<file path="src/rtl/obs_pkg.sv">
package obs_pkg;

	// register file location of the option byte 1 shadow
	localparam logic [11:0] SHADOW_ADDR        = 12'hd0f;
	// stored option byte 1 location in the information block
	localparam logic [7:0]  STORED_OPTION_BYTE1_STORED_ADDR   = 8'hff;

	// field positions inside the shadow byte
	localparam int          FULL_PROT_BIT      = 0;
	localparam int          LOWER_PROT_BIT     = 1;
	localparam int          NO_DIVIDE_BIT      = 2;
	localparam int          STACK_SEL_BIT      = 3;

	// stop-recovery control bits that this block looks at
	localparam int          SMR_DIV_BIT        = 0;
	localparam int          SMR_LOAD_BIT       = 5;

	// values held from reset until the stored byte is loaded
	localparam logic        NO_DIVIDE_RST      = 1'b1;
	localparam logic        STACK_SEL_RST      = 1'b1;
	localparam logic        PROT_RST           = 1'b0;

	// latency of the information block read port, in cycles
	localparam int          INFO_RD_LAT        = 1;

	// programming interface operations
	typedef enum logic [1:0] {
		OBS_OP_READ  = 2'b00,
		OBS_OP_WRITE = 2'b01,
		OBS_OP_ERASE = 2'b10
	} obs_op_t;

	// programming interface targets
	typedef enum logic [1:0] {
		OBS_TGT_MAIN  = 2'b00,
		OBS_TGT_PAGE3 = 2'b01,
		OBS_TGT_OTHER = 2'b10
	} obs_target_t;

	// load sequencer states
	typedef enum logic [1:0] {
		OBS_IDLE    = 2'b00,
		OBS_FETCH   = 2'b01,
		OBS_CAPTURE = 2'b10
	} obs_state_t;

	// decide whether one programming access may go ahead
	function automatic logic obs_allows(
		input obs_op_t     op,
		input obs_target_t tgt,
		input logic        lower_prot,
		input logic        full_prot,
		input logic        addr_upper
	);
		logic open_all;
		open_all = lower_prot & full_prot;
		unique case (tgt)
			OBS_TGT_MAIN:  obs_allows = full_prot & (lower_prot | addr_upper);
			OBS_TGT_PAGE3: obs_allows = (op == OBS_OP_READ) | open_all;
			default:       obs_allows = 1'b1;
		endcase
	endfunction : obs_allows

endpackage : obs_pkg

</file>
<file path="src/rtl/obs_gate_if.sv">
`timescale 1ns/1ps
// protection levels handed from the shadow register to the access gates
interface obs_gate_if;
	logic lower_half_protect;
	logic full_main_protect;

	modport ctrl (output lower_half_protect, output full_main_protect);
	modport gate (input lower_half_protect, input full_main_protect);
endinterface : obs_gate_if

</file>
<file path="src/rtl/obs_access_gate.sv">
`timescale 1ns/1ps
////////////////////////////////////////////////////////////////////////////
// protection gate for one programming interface
module obs_access_gate (
	// protection levels
	obs_gate_if.gate          prot,
	// request from the programming interface
	input  wire logic         req_in,
	input  wire logic [1:0]   op_in,
	input  wire logic [1:0]   target_in,
	input  wire logic         addr_upper_in,
	// answer to the programming interface
	output logic              grant_out,
	output logic              drop_out
);

	wire logic allow_w;

	// evaluated on every access from the live shadow bits, so a mass
	// erase opens the flash at once without another reset
	assign allow_w   = obs_pkg::obs_allows(obs_pkg::obs_op_t'(op_in),
		obs_pkg::obs_target_t'(target_in), prot.lower_half_protect,
		prot.full_main_protect, addr_upper_in);
	assign grant_out = req_in & allow_w;
	// blocked accesses are simply dropped, nothing reaches the array
	assign drop_out  = req_in & ~allow_w;

endmodule : obs_access_gate

</file>
<file path="src/rtl/obs_option_shadow.sv">
`timescale 1ns/1ps
module obs_option_shadow #(
	parameter int MAIN_AW = 14
) (
	// clock and reset
	input  wire logic               clk_in,
	input  wire logic               rst_in,
	// reset controller: pulses in the last cycles of a reset period
	input  wire logic               por_load_in,
	input  wire logic               smr_load_in,
	input  wire logic [7:0]         smr_ctrl_in,
	// information block read port
	output logic [7:0]              info_addr_out,
	output logic                    info_rd_out,
	input  wire logic [7:0]         info_rdata_in,
	// cpu register file access
	input  wire logic [11:0]        reg_addr_in,
	input  wire logic               reg_wr_in,
	input  wire logic               reg_rd_in,
	input  wire logic [7:0]         reg_wdata_in,
	output logic [7:0]              reg_rdata_out,
	output logic                    reg_rvalid_out,
	// flash controller event
	input  wire logic               mass_erase_done_in,
	// in-circuit programming port requests
	input  wire logic               icp_req_in,
	input  wire logic [1:0]         icp_op_in,
	input  wire logic [1:0]         icp_target_in,
	input  wire logic [MAIN_AW-1:0] icp_addr_in,
	output logic                    icp_grant_out,
	output logic                    icp_drop_out,
	// byte programming interface requests
	input  wire logic               bp_req_in,
	input  wire logic [1:0]         bp_op_in,
	input  wire logic [1:0]         bp_target_in,
	input  wire logic [MAIN_AW-1:0] bp_addr_in,
	output logic                    bp_grant_out,
	output logic                    bp_drop_out,
	// system clock enable and stack control
	output logic                    sysclk_en_out,
	output logic                    stack_8bit_out,
	input  wire logic [15:0]        sp_in,
	output logic [15:0]             sp_eff_out
);

	////////////////////////////////////////////////////////////////////
	// state

	obs_pkg::obs_state_t state_reg;
	obs_pkg::obs_state_t state_next;
	logic                stack_sel_reg;
	logic                no_divide_reg;
	logic                lower_prot_reg;
	logic                full_prot_reg;
	logic [7:0]          rdata_reg;
	logic                rvalid_reg;
	logic                div_phase_reg;
	logic                sysclk_en_reg;
	logic [15:0]         sp_eff_reg;

	////////////////////////////////////////////////////////////////////
	// decode

	wire logic       load_req_w;
	wire logic       capture_w;
	wire logic       reg_hit_w;
	wire logic       cpu_wr_w;
	wire logic [7:0] shadow_w;
	wire logic       halve_clk_w;
	wire logic       sysclk_en_next;

	// stop-recovery reset only reloads when its bit 5 is set
	assign load_req_w = por_load_in |
		(smr_load_in & smr_ctrl_in[obs_pkg::SMR_LOAD_BIT]);
	assign capture_w  = (state_reg == obs_pkg::OBS_CAPTURE);
	assign reg_hit_w  = (reg_addr_in == obs_pkg::SHADOW_ADDR);
	assign cpu_wr_w   = reg_wr_in & reg_hit_w;

	// reserved field reads back as zero whatever was written
	assign shadow_w   = {4'h0, stack_sel_reg, no_divide_reg,
		lower_prot_reg, full_prot_reg};

	// divide by two only when the stop-recovery divider is not in use
	assign halve_clk_w    = ~smr_ctrl_in[obs_pkg::SMR_DIV_BIT] &
		no_divide_reg;
	assign sysclk_en_next = halve_clk_w ? ~div_phase_reg : 1'b1;

	////////////////////////////////////////////////////////////////////
	// load sequencer: address the stored byte, then capture it

	always_comb begin
		state_next = state_reg;
		unique case (state_reg)
			obs_pkg::OBS_IDLE: begin
				if (load_req_w) begin
					state_next = obs_pkg::OBS_FETCH;
				end
			end
			obs_pkg::OBS_FETCH: begin
				state_next = obs_pkg::OBS_CAPTURE;
			end
			obs_pkg::OBS_CAPTURE: begin
				state_next = obs_pkg::OBS_IDLE;
			end
			default: begin
				state_next = obs_pkg::OBS_IDLE;
			end
		endcase
	end

	// the stored byte is fixed at FFh, so the address never changes
	assign info_addr_out = obs_pkg::STORED_OPTION_BYTE1_STORED_ADDR;
	assign info_rd_out   = (state_reg == obs_pkg::OBS_FETCH);

	always_ff @(posedge clk_in) begin
		if (rst_in) begin
			state_reg <= obs_pkg::OBS_IDLE;
		end else begin
			state_reg <= state_next;
		end
	end

	////////////////////////////////////////////////////////////////////
	// cpu-writable fields: stack select and no-divide

	always_ff @(posedge clk_in) begin
		if (rst_in) begin
			stack_sel_reg <= obs_pkg::STACK_SEL_RST;
			no_divide_reg <= obs_pkg::NO_DIVIDE_RST;
		end else if (capture_w) begin
			stack_sel_reg <= info_rdata_in[obs_pkg::STACK_SEL_BIT];
			no_divide_reg <= info_rdata_in[obs_pkg::NO_DIVIDE_BIT];
		end else if (cpu_wr_w) begin
			stack_sel_reg <= reg_wdata_in[obs_pkg::STACK_SEL_BIT];
			no_divide_reg <= reg_wdata_in[obs_pkg::NO_DIVIDE_BIT];
		end
	end

	////////////////////////////////////////////////////////////////////
	// protection flip-flops: loaded from flash, opened by mass erase,
	// never written by the cpu

	// mass erase wins over a load in the same cycle so an erase that
	// completes in the capture cycle of a load is not lost
	always_ff @(posedge clk_in) begin
		if (rst_in) begin
			lower_prot_reg <= obs_pkg::PROT_RST;
			full_prot_reg  <= obs_pkg::PROT_RST;
		end else if (mass_erase_done_in) begin
			lower_prot_reg <= 1'b1;
			full_prot_reg  <= 1'b1;
		end else if (capture_w) begin
			lower_prot_reg <= info_rdata_in[obs_pkg::LOWER_PROT_BIT];
			full_prot_reg  <= info_rdata_in[obs_pkg::FULL_PROT_BIT];
		end
	end

	////////////////////////////////////////////////////////////////////
	// cpu read port, one cycle of latency

	always_ff @(posedge clk_in) begin
		if (rst_in) begin
			rdata_reg  <= 8'h00;
			rvalid_reg <= 1'b0;
		end else begin
			rvalid_reg <= reg_rd_in & reg_hit_w;
			rdata_reg  <= (reg_rd_in & reg_hit_w) ? shadow_w : 8'h00;
		end
	end

	assign reg_rdata_out  = rdata_reg;
	assign reg_rvalid_out = rvalid_reg;

	////////////////////////////////////////////////////////////////////
	// system clock enable: every cycle, or every second cycle

	always_ff @(posedge clk_in) begin
		if (rst_in) begin
			div_phase_reg <= 1'b0;
			sysclk_en_reg <= 1'b0;
		end else begin
			div_phase_reg <= halve_clk_w ? ~div_phase_reg : 1'b0;
			sysclk_en_reg <= sysclk_en_next;
		end
	end

	assign sysclk_en_out = sysclk_en_reg;

	////////////////////////////////////////////////////////////////////
	// stack pointer width: the high byte is forced to bank 0 when narrow

	always_ff @(posedge clk_in) begin
		if (rst_in) begin
			sp_eff_reg <= 16'h0000;
		end else if (stack_sel_reg) begin
			sp_eff_reg <= {8'h00, sp_in[7:0]};
		end else begin
			sp_eff_reg <= sp_in;
		end
	end

	assign stack_8bit_out = stack_sel_reg;
	assign sp_eff_out     = sp_eff_reg;

	////////////////////////////////////////////////////////////////////
	// access gates for the two programming interfaces

	obs_gate_if prot_if ();

	assign prot_if.lower_half_protect = lower_prot_reg;
	assign prot_if.full_main_protect  = full_prot_reg;

	// the top address bit tells the lower half of main flash apart
	obs_access_gate u_icp_gate (
		.prot          (prot_if),
		.req_in        (icp_req_in),
		.op_in         (icp_op_in),
		.target_in     (icp_target_in),
		.addr_upper_in (icp_addr_in[MAIN_AW-1]),
		.grant_out     (icp_grant_out),
		.drop_out      (icp_drop_out)
	);

	obs_access_gate u_bp_gate (
		.prot          (prot_if),
		.req_in        (bp_req_in),
		.op_in         (bp_op_in),
		.target_in     (bp_target_in),
		.addr_upper_in (bp_addr_in[MAIN_AW-1]),
		.grant_out     (bp_grant_out),
		.drop_out      (bp_drop_out)
	);

endmodule : obs_option_shadow

</file>
<file path="config.mk">
export PLATFORM = sky130hd
export DESIGN_NAME = obs_option_shadow
export DESIGN_NICKNAME = d
export VERILOG_FILES = /design/src/rtl/obs_pkg.sv /design/src/rtl/obs_gate_if.sv /design/src/rtl/obs_access_gate.sv /design/src/rtl/obs_option_shadow.sv
export SDC_FILE = /design/constraint.sdc
export NUM_CORES = 1
export LEC_CHECK = 0
export BUFFER_PORTS_ARGS = -buffer_cell sky130_fd_sc_hd__buf_2
export CORE_MARGIN = 5
export CORE_UTILIZATION = 25
export DETAILED_ROUTE_END_ITERATION = 10
export GPL_ROUTABILITY_DRIVEN = 0
export PLACE_DENSITY = 0.63
export SYNTH_ARGS = -nofsm -noshare
export SYNTH_HDL_FRONTEND = slang
export SYNTH_SLANG_ARGS = --single-unit
</file>
<file path="constraint.sdc">
create_clock -name clk_in -period 3.25 [get_ports clk_in]
set_clock_uncertainty 0.1 [all_clocks]
set_input_delay 0.325 -clock clk_in [delete_from_list [all_inputs] [get_ports clk_in]]
set_output_delay 0.325 -clock clk_in [all_outputs]
set_load 0.02 [all_outputs]
</file>
==> results of run 1 <==
==> report_power, final <==
group,internal [mW],switching (mW),leakage [nW]
Clock,0.304,0.135,0.0681
Combinational,0.0449,0.0544,0.546
Sequential,0.368,0.00576,0.238
==> cells in the mapped netlist, types with 2 or more instances <==
cell,instances,share of area (%)
dfxtp_1,29,54
nor2b_1,16,9.3
and2_1,12,7.0
buf_4,12,8.4
nor2_1,6,2.1
a211oi_1,4,2.8
a21oi_1,4,1.9
clkbuf_1,3,1.0
a21boi_0,2,1.4
and3_1,2,1.2
conb_1,2,0.70
mux2i_1,2,1.9
o21ai_0,2,0.93
==> critical path, cell delays in order, from the launching register on <==
cell,delay (ns)
dfxtp_1,0.34
o21ai_0,0.23
and3_1,0.18
buf_2,0.16
==> cells in the final DEF, fill, tap and decap left out, drive strengths merged <==
cell and n:
bufinv 2, nor4 1, nor3b 1, inv 1
a211oi 4, dfxtp 29, nor2 6, mux2i 2
o21ai 2, a21oi 4, buf 82, a21boi 2
and2 12, clkinv 1, conb 12, or4 1
nor3 1, clkbuf 5, and3b 1, nor2b 16
a31oi 1, nand4b 1, nand4 1, nor4b 1
and3 2
==> cells by family (layout without fill, tap and decap cells) <==
group / after synthesis / in the layout
AOI/OAI and AO/OA: 13 / 13
buffers and inverters: 16 / 91
DFF: 29 / 29
muxes: 2 / 2
other: 2 / 12
and+or+nand+nor: 44 / 44
==> area by class of cell <==
cell class                      count  share of cell area (%)
Clock buffer                        5                   4.257
Tap cell                           50                   3.870
Inverter                            1                  0.2322
Timing Repair Buffer               82                   25.39
Sequential cell                    29                   35.91
Clock inverter                      3                   4.025
Multi-Input combinational cell     71                   26.32
==> metal layers <==
layer	up-vias	GRT usage, %	share of wire, %
li1	492	-	-
met1	418	9.113	36
met2	70	15.63	44
met3	8	4.617	18
met4	0	6.408	1.8
met5	-	0	0
==> worst paths after layout <==
path         slack [ns]      startpoint             end
max                1.65  lower_prot_reg    icp_drop_out
min                0.12  smr_ctrl_in[0]   div_phase_reg
max reg2reg        1.74    state_reg[1]  stack_8bit_out
min reg2reg        0.32   div_phase_reg   div_phase_reg
==> per-stage QoR <==
step	setup slack, ns	util, %	instance area [µm²]	power [mW]
final	1.645	39.56	1617	0.9123
after detailed placement	1.515	36.28	1483	0.4823
after global placement	1.511	36.28	1483	0.4809
after CTS	1.620	39.56	1617	0.9269
after floorplan	1.767	-	1111	0.4460
after global routing	1.521	39.56	1617	0.9558
==> impl_metrics.py, run 1 <==
metrics = {
    "timing": {
        "finalSetupViolCount": 0,
        "hold_viol": 0,
        "finalWorstPathRequiredPeriod_ns": 1.605,
        "report.final.slew_viol_count": 0,
        "rsz0062_at_grt": "false",
        "slew_headroom_pct": 60.91,
        "final.setup.tns_ns": 0,
        "period_share_pct": 49.38,
        "worstMarginPinSlew_ns": 0.5851,
        "fmax_mhz": 623.1,
        "timing.hold.ws_ns": 0.1223,
    },
    "global_routing": {
        "grt_start_max_net_pins": 20,
        "grt_use_total_pct": 9.388,
        "grt_first_pass_wirelength_um": 3933,
        "grt_pass1_vias": 922,
        "antenna_found_initial": 0,
        "grt_overflow": 0,
    },
    "placement": {
        "port_buffers": 82,
        "dp.cells": 233,
        "hpwlAfterDp_um": 2256,
    },
    "hold_path": {
        "holdCritPathClass": "input port to flop",
        "worstHoldPathCells": 2,
    },
    "floorplan": {
        "start_util_pct": 26.27,
        "rows": 23,
        "fp.coreArea_um2": 4086,
        "ios": 137,
        "die_height_um": 75.53,
        "dieArea_um2": 5705,
        "die_w_um": 75.53,
    },
    "drt": {
        "first_pass_iters": 4,
        "drtAntennaViolNets": 0,
        "drc": 0,
        "drt_iter0_markers": 8,
        "vias": 988,
        "wl_um": 2758,
        "vias_per_cell": 4.100,
        "wire_per_inst_um": 11.44,
    },
    "yosys": {
        "synthAdderAreaFrac_pct": 0,
        "synthesis.area_um2": 1074,
        "postSynthAreaPerCell_um2": 10.13,
        "ys_seq_area_share_pct": 54.08,
        "synth_cells": 106,
        "yosys_warnings": 0,
        "yosys.area_share.simple_pct": 25.99,
        "muxShareOfSynthArea_pct": 1.865,
        "synth_compound_area_share_pct": 7.576,
        "synth_edf_count": 0,
        "synthDistinctLibCells": 23,
        "synth_top_family_by_area": "simple AND/OR/NAND/NOR gates",
        "ys_ff_latch": 29,
        "synth_xor_area_share_pct": 0,
        "synthFlopType": "dfxtp_1",
        "synthArstFlopShare_pct": 0,
    },
    "worst_setup_path": {
        "cp_max_fo": 4,
        "r2r_cells": 4,
        "worstPathRequired_ns": 2.82,
        "critPathCaptureType": "output pin",
        "cp.arrival_ns": 1.18,
        "path_class": "flop to output pin",
        "critPathLaunchType": "flop",
    },
    "cells_and_area": {
        "multiInputGateArea_um2": 425.4,
        "drive_gt1_share_pct": 48.69,
        "fillers": 433,
        "areaGrowthSynthToFinish_pct": 50.58,
        "instances_no_fill": 241,
        "n_antenna_cell": 0,
        "regArea_um2": 580.6,
        "layout.nets": 287,
        "largest_reg_flops": 16,
    },
    "pwr": {
        "p_leak_nw": 0.8517,
        "power_density_nw_per_um2": 564.4,
        "vdd_drop_max_v": 0.0002116,
    },
    "clocking": {
        "postCtsResizedCells": 0,
        "cts_root_buffer": "clkbuf_8",
        "clkSlewWorstSetupHoldPaths_ns": 0.06,
        "clock-sinks": 29,
        "holdBufCountCts": 0,
        "htreeDepth": 2,
        "post_cts_buffers": 0,
        "numCtsBuffers": 5,
        "tritoncts": "built",
        "clock_path_buffers": 2,
        "clkLatencyLatePin_ns": 0.28,
    },
    "flow_run": {
        "maxCapViolations": 0,
    },
    "outcome": {
        "outcome": "finished clean",
    },
}
Power figures use the tool's default switching activity.
==> run 2: changes to the inputs <==
--- a/config.mk
+++ b/config.mk
@@ -10,7 +10,7 @@
 export CORE_UTILIZATION = 25
 export DETAILED_ROUTE_END_ITERATION = 10
 export GPL_ROUTABILITY_DRIVEN = 0
-export PLACE_DENSITY = 0.63
+export PLACE_DENSITY = 0.65
 export SYNTH_ARGS = -nofsm -noshare
 export SYNTH_HDL_FRONTEND = slang
 export SYNTH_SLANG_ARGS = --single-unit
==> constraint.sdc (replaced) <==
create_clock -name clk_in -period 1.4 [get_ports clk_in]
set_clock_uncertainty 0.1 [all_clocks]
set_input_delay 0.14 -clock clk_in [delete_from_list [all_inputs] [get_ports clk_in]]
set_output_delay 0.14 -clock clk_in [all_outputs]
set_load 0.02 [all_outputs]
==> run 2 against run 1 <==
Net effect:
- global-route usage increased by 1.9 points
- critical path depth did not move
- largest cell class is now buffers
- final cell count increased by 9.5%
- wire length is 13% higher
- sequential power is 130% higher
- count of clock-buffer cells in the layout increased by 1
- register-to-register slack lost 1.6 ns
==> impl_metrics.py, run 2 (synthesis results as in run 1) <==
metrics = {
    "pwr": {
        "power.internal_mw": 1.348,
        "clkPwrFrac_pct": 35.7,
        "p_switching_uw": 453.7,
        "swShare_pct": 25.19,
        "p_leak_nw": 0.9307,
        "power_density_nw_per_um2": 998.4,
        "combinationalPowerShare_pct": 15.9,
        "vdd_drop_max_v": 0.0003883,
        "power_frac_seq_pct": 48.4,
    },
    "floorplan": {
        "start_util_pct": 26.27,
        "dieArea_um2": 5705,
        "fp.coreArea_um2": 4086,
        "die_height_um": 75.53,
        "ios": 137,
        "die_w_um": 75.53,
        "rows": 23,
    },
    "hold_path": {
        "holdCritPathClass": "input port to flop",
        "hp-start": "rst_in",
    },
    "drt": {
        "drc": 0,
        "first_pass_iters": 4,
        "vias_per_cell": 4.057,
        "wl_um": 3125,
        "met3_length_um": 380,
        "drt_iter0_markers": 14,
        "wl_met1_um": 1090,
        "wire_per_inst_um": 11.84,
        "highest_layer": "met4",
        "vias": 1071,
        "wl_met2_um": 1596,
        "drtAntennaViolNets": 0,
    },
    "global_routing": {
        "grt_use_total_pct": 11.25,
        "grt_first_pass_wirelength_um": 4629,
        "grt_start_max_net_pins": 12,
        "grt_pass1_vias": 1074,
        "grt_overflow": 0,
        "antenna_found_initial": 0,
    },
    "clocking": {
        "cts_root_buffer": "clkbuf_8",
        "clock-sinks": 29,
        "htreeDepth": 2,
        "clkLatencyLatePin_ns": 0.28,
        "clkSlewWorstSetupHoldPaths_ns": 0.06,
        "tritoncts": "built",
        "numCtsBuffers": 5,
        "clock_path_buffers": 2,
    },
    "cells_and_area": {
        "n_antenna_cell": 0,
        "largest_reg_flops": 16,
        "layout.nets": 310,
        "fillers": 424,
        "final_common_cell": "buf_2",
        "areaGrowthSynthToFinish_pct": 68.07,
        "final_cell_mix": "82 x buf_2, 27 x dfxtp_1, 20 x dlygate4sd3_1",
        "drive_gt1_share_pct": 47.20,
    },
    "timing": {
        "finalSetupViolCount": 0,
        "finalWorstPathRequiredPeriod_ns": 1.321,
        "period_share_pct": 94.36,
        "rsz0062_at_grt": "false",
        "final.setup.tns_ns": 0,
        "fmax_mhz": 757.0,
        "worst_slack_ns": 0.07896,
        "timing.hold.ws_ns": 0.04399,
        "report.final.slew_viol_count": 0,
        "hold_viol": 0,
    },
    "worst_setup_path": {
        "r2r_cells": 5,
        "critPathCaptureType": "output pin",
        "cp.arrival_ns": 1.08,
        "worstPathRequired_ns": 1.16,
        "cpMaxStageDelayCell": "dfxtp_2",
        "crit_path_end": "bp_drop_out",
        "rr_endpoint": "no_divide_reg",
        "crit_path_max_incr_delay_ns": 0.34,
        "crit_chain": "o21ai_2 > and3_1 > buf_2",
        "cp_max_fo": 4,
        "crit_path_start": "lower_prot_reg",
        "r2r_setup_slack_ns": 0.15,
        "r2r_start": "state_reg[1]",
        "critPathLaunchType": "flop",
        "path_class": "flop to output pin",
    },
    "outcome": {
        "outcome": "finished clean",
    },
    "flow_run": {
        "maxCapViolations": 0,
    },
    "placement": {
        "pre_cts_ws_ns": -0.1400,
        "hpwlAfterDp_um": 2392,
        "port_buffers": 82,
    },
}
## run 2: cell types whose count changed in the layout (fill, tap and decap cells not counted), sizes merged
cell	before	now
buf	82	85
dlygate4sd3	0	20
clkbuf	5	6
bufinv	2	0
clkinv	1	2
## run 2: final cells by class
| type | instances | area (µm²) | share of cell area [%] |
|---|---|---|---|
| clock buffers | 6 | 72.57 | 4.022 |
| clock inverters | 2 | 10.01 | 0.5548 |
| inverters | 1 | 3.754 | 0.2080 |
| multi-input cells | 71 | 439.2 | 24.34 |
| flip-flops and latches | 29 | 583.1 | 32.32 |
| well taps | 50 | 62.56 | 3.467 |
| repair buffers | 105 | 633.1 | 35.09 |
## run 2: worst min path at each step
stage / cells after the start / end / slack [ns]
6_report: 2 / sp_eff_out[4] / 0.04
2_1_floorplan: 1 / div_phase_reg / 0.12
3_3_place_gp: 2 / div_phase_reg / 0.22
3_5_place_dp: 2 / div_phase_reg / 0.23
5_1_grt: 2 / sp_eff_out[4] / 0.05
4_1_cts: 3 / stack_8bit_out / 0.04
## run 2: per-stage QoR
stage / power (mW) / cell area, µm² / instances / util (%)
after floorplan: 1.035 / 1111 / 116 / -
after global placement: 1.126 / 1505 / 236 / 36.83
after detailed placement: 1.128 / 1505 / 236 / 36.83
after CTS: 1.833 / 1788 / 264 / 43.75
after global routing: 1.919 / 1804 / 264 / 44.15
final: 1.801 / 1804 / 264 / 44.15
## run 2: power by group through the flow
| stage | registers, mW | logic (mW) | clock network [mW] |
|---|---|---|---|
| 6_report | 0.872 | 0.287 | 0.643 |
| 3_5_place_dp | 0.887 | 0.241 | 0 |
| 2_1_floorplan | 0.908 | 0.128 | 0 |
| 3_3_place_gp | 0.887 | 0.239 | 0 |
| 5_1_grt | 0.875 | 0.317 | 0.727 |
| 4_1_cts | 0.869 | 0.285 | 0.679 |
## run 2: layer usage
metal  GRT usage (%)  vias to the layer above
met2           20.52                       63
met1           10.83                      465
met4           5.243                        0
met5               0                        -
li1                -                      538
met3           4.881                        5
## run 2: critical path, delay by kind of cell (launching register included)
family,cells,cell delay [ns]
AO/OA/AOI/OAI,1,0.14
AND/OR/NAND/NOR,1,0.16
buffers and inverters,1,0.16
flip-flops,1,0.34
## run 2: what timing repair did
action                     4_1_cts  5_1_grt
setup endpoints to repair        2        6
resized for setup                2        7
hold endpoints to repair        19        0
setup buffers                    0        0
hold buffers                    20        0
==> run 3: changes to the inputs <==
--- a/config.mk
+++ b/config.mk
@@ -8,6 +8,7 @@
 export BUFFER_PORTS_ARGS = -buffer_cell sky130_fd_sc_hd__buf_2
 export CORE_MARGIN = 5
 export CORE_UTILIZATION = 25
+export CTS_BUF_LIST = sky130_fd_sc_hd__clkbuf_4 sky130_fd_sc_hd__clkbuf_8
 export DETAILED_ROUTE_END_ITERATION = 10
 export GPL_ROUTABILITY_DRIVEN = 0
 export PLACE_DENSITY = 0.65
==> run 3 against run 2 <==
Net effect:
- register-to-register slack hardly changed
- final area is 0.21% higher
- sequential power hardly changed
- sequential share of layout area is 0.067 points lower
- via count is 0.28% lower
- sequential cell count stayed put
- critical endpoint unchanged
- largest power group unchanged
- highest routed layer unchanged
==> impl_metrics.py, run 3 (synthesis results as in run 1) <==
metrics = {
    "outcome": {
        "outcome": "finished clean",
    },
    "pwr": {
        "clkPwrFrac_pct": 36.4,
        "combinationalPowerShare_pct": 15.8,
        "power_frac_seq_pct": 47.8,
        "power_density_nw_per_um2": 1008,
        "vdd_drop_max_v": 0.0003891,
        "power.internal_mw": 1.367,
        "swShare_pct": 24.97,
        "p_leak_nw": 0.9341,
        "p_switching_uw": 454.9,
    },
    "global_routing": {
        "antenna_found_initial": 0,
        "met1_usage_pct": 10.75,
        "grt_overflow": 0,
        "grt_start_max_net_pins": 12,
        "top_usage_layer": "met2",
        "grt_use_total_pct": 11.20,
        "met3_usage_pct": 4.881,
        "met2_usage_pct": 20.42,
        "grt_first_pass_wirelength_um": 4602,
        "grt_pass1_vias": 1069,
    },
    "clocking": {
        "numCtsBuffers": 5,
        "tritoncts": "built",
        "clkLatencyLatePin_ns": 0.28,
        "clkSlewWorstSetupHoldPaths_ns": 0.06,
        "htreeDepth": 2,
        "clock-sinks": 29,
        "clock_path_buffers": 2,
        "cts_root_buffer": "clkbuf_8",
        "post_cts_buffers": 0,
    },
    "timing": {
        "fmax_mhz": 756.7,
        "period_share_pct": 94.39,
        "worst_slack_ns": 0.07854,
        "rsz0062_at_grt": "false",
        "finalSetupViolCount": 0,
        "report.final.slew_viol_count": 0,
        "final.setup.tns_ns": 0,
        "hold_viol": 0,
        "finalWorstPathRequiredPeriod_ns": 1.321,
    },
    "drt": {
        "drc": 0,
        "vias": 1068,
        "drtAntennaViolNets": 0,
        "drt_iter0_markers": 13,
        "vias_per_cell": 4.045,
        "wire_per_inst_um": 11.80,
        "first_pass_iters": 4,
        "wl_um": 3114,
    },
    "floorplan": {
        "die_height_um": 75.53,
        "die_w_um": 75.53,
        "fp.coreArea_um2": 4086,
        "dieArea_um2": 5705,
        "rows": 23,
        "ios": 137,
        "start_util_pct": 26.27,
    },
    "worst_setup_path": {
        "critPathLaunchType": "flop",
        "path_class": "flop to output pin",
        "cp.arrival_ns": 1.08,
        "worstPathRequired_ns": 1.16,
        "cp_max_fo": 4,
        "critPathCaptureType": "output pin",
    },
    "cells_and_area": {
        "n_antenna_cell": 0,
        "final_common_cell": "buf_2",
        "drive_gt1_share_pct": 47.66,
        "areaGrowthSynthToFinish_pct": 68.41,
        "instances_no_fill": 264,
        "final_cell_mix": "82 x buf_2, 27 x dfxtp_1, 20 x dlygate4sd3_1",
        "fillers": 424,
        "layout.nets": 310,
        "largest_reg_flops": 16,
    },
    "placement": {
        "dp.cells": 236,
        "pre_cts_ws_ns": -0.1400,
        "hpwlAfterDp_um": 2392,
        "port_buffers": 82,
    },
    "flow_run": {
        "maxCapViolations": 0,
    },
    "hold_path": {
        "holdCritPathClass": "input port to flop",
    },
}
## run 3: changes by cell type in the layout (fill, tap and decap cells not counted)
cell      delta
clkbuf_1     -1
clkbuf_4     +1
## run 3: critical path, cell delays in order (launching register included)
cell     delay, ns
dfxtp_2       0.34
o21ai_2       0.14
and3_1        0.16
buf_2         0.16
## run 3: what timing repair did
item                                   CTS  global route
setup endpoints to repair                2             6
hold buffers                            20             0
resized for setup                        2             7
endpoints found under the hold margin   19             0
## run 3: worst paths after layout
path	start	end	slack, ns	cells after the start
setup / recovery	lower_prot_reg	bp_drop_out	0.08	3
hold / removal	info_rdata_in[3]	stack_8bit_out	0.05	3
setup reg to reg	state_reg[1]	no_divide_reg	0.15	5
hold reg to reg	div_phase_reg	div_phase_reg	0.32	1
## run 3: stage by stage
stage	hold slack, ns	power [mW]	utilization, %	cell area, µm²
CTS	0.03834	1.852	43.85	1792
global placement	0.2229	1.126	36.83	1505
finish	0.04793	1.822	44.24	1808
detailed placement	0.2275	1.128	36.83	1505
global route	0.04125	1.938	44.24	1808
floorplan	0.1167	1.035	-	1111
## run 3: final cells by class
| cell class | count | area (µm²) | share of cell area [%] |
|---|---|---|---|
| multi-input cells | 71 | 439.2 | 24.29 |
| well taps | 50 | 62.56 | 3.460 |
| repair buffers | 105 | 633.1 | 35.02 |
| clock inverters | 2 | 10.01 | 0.5536 |
| flip-flops and latches | 29 | 583.1 | 32.25 |
| inverters | 1 | 3.754 | 0.2076 |
| clock buffers | 6 | 76.32 | 4.221 |
## run 3: power groups by stage
| stage | clock network [mW] | registers (mW) | logic (mW) |
|---|---|---|---|
| 5_1_grt | 0.746 | 0.875 | 0.317 |
| 2_1_floorplan | 0 | 0.908 | 0.128 |
| 3_5_place_dp | 0 | 0.887 | 0.241 |
| 4_1_cts | 0.698 | 0.869 | 0.285 |
| 3_3_place_gp | 0 | 0.887 | 0.239 |
| 6_report | 0.663 | 0.872 | 0.287 |
## run 3: layer usage
layer	vias up	wire (µm)
li1	538	-
met1	462	1087
met2	63	1587
met3	5	380
met4	0	59
met5	-	0
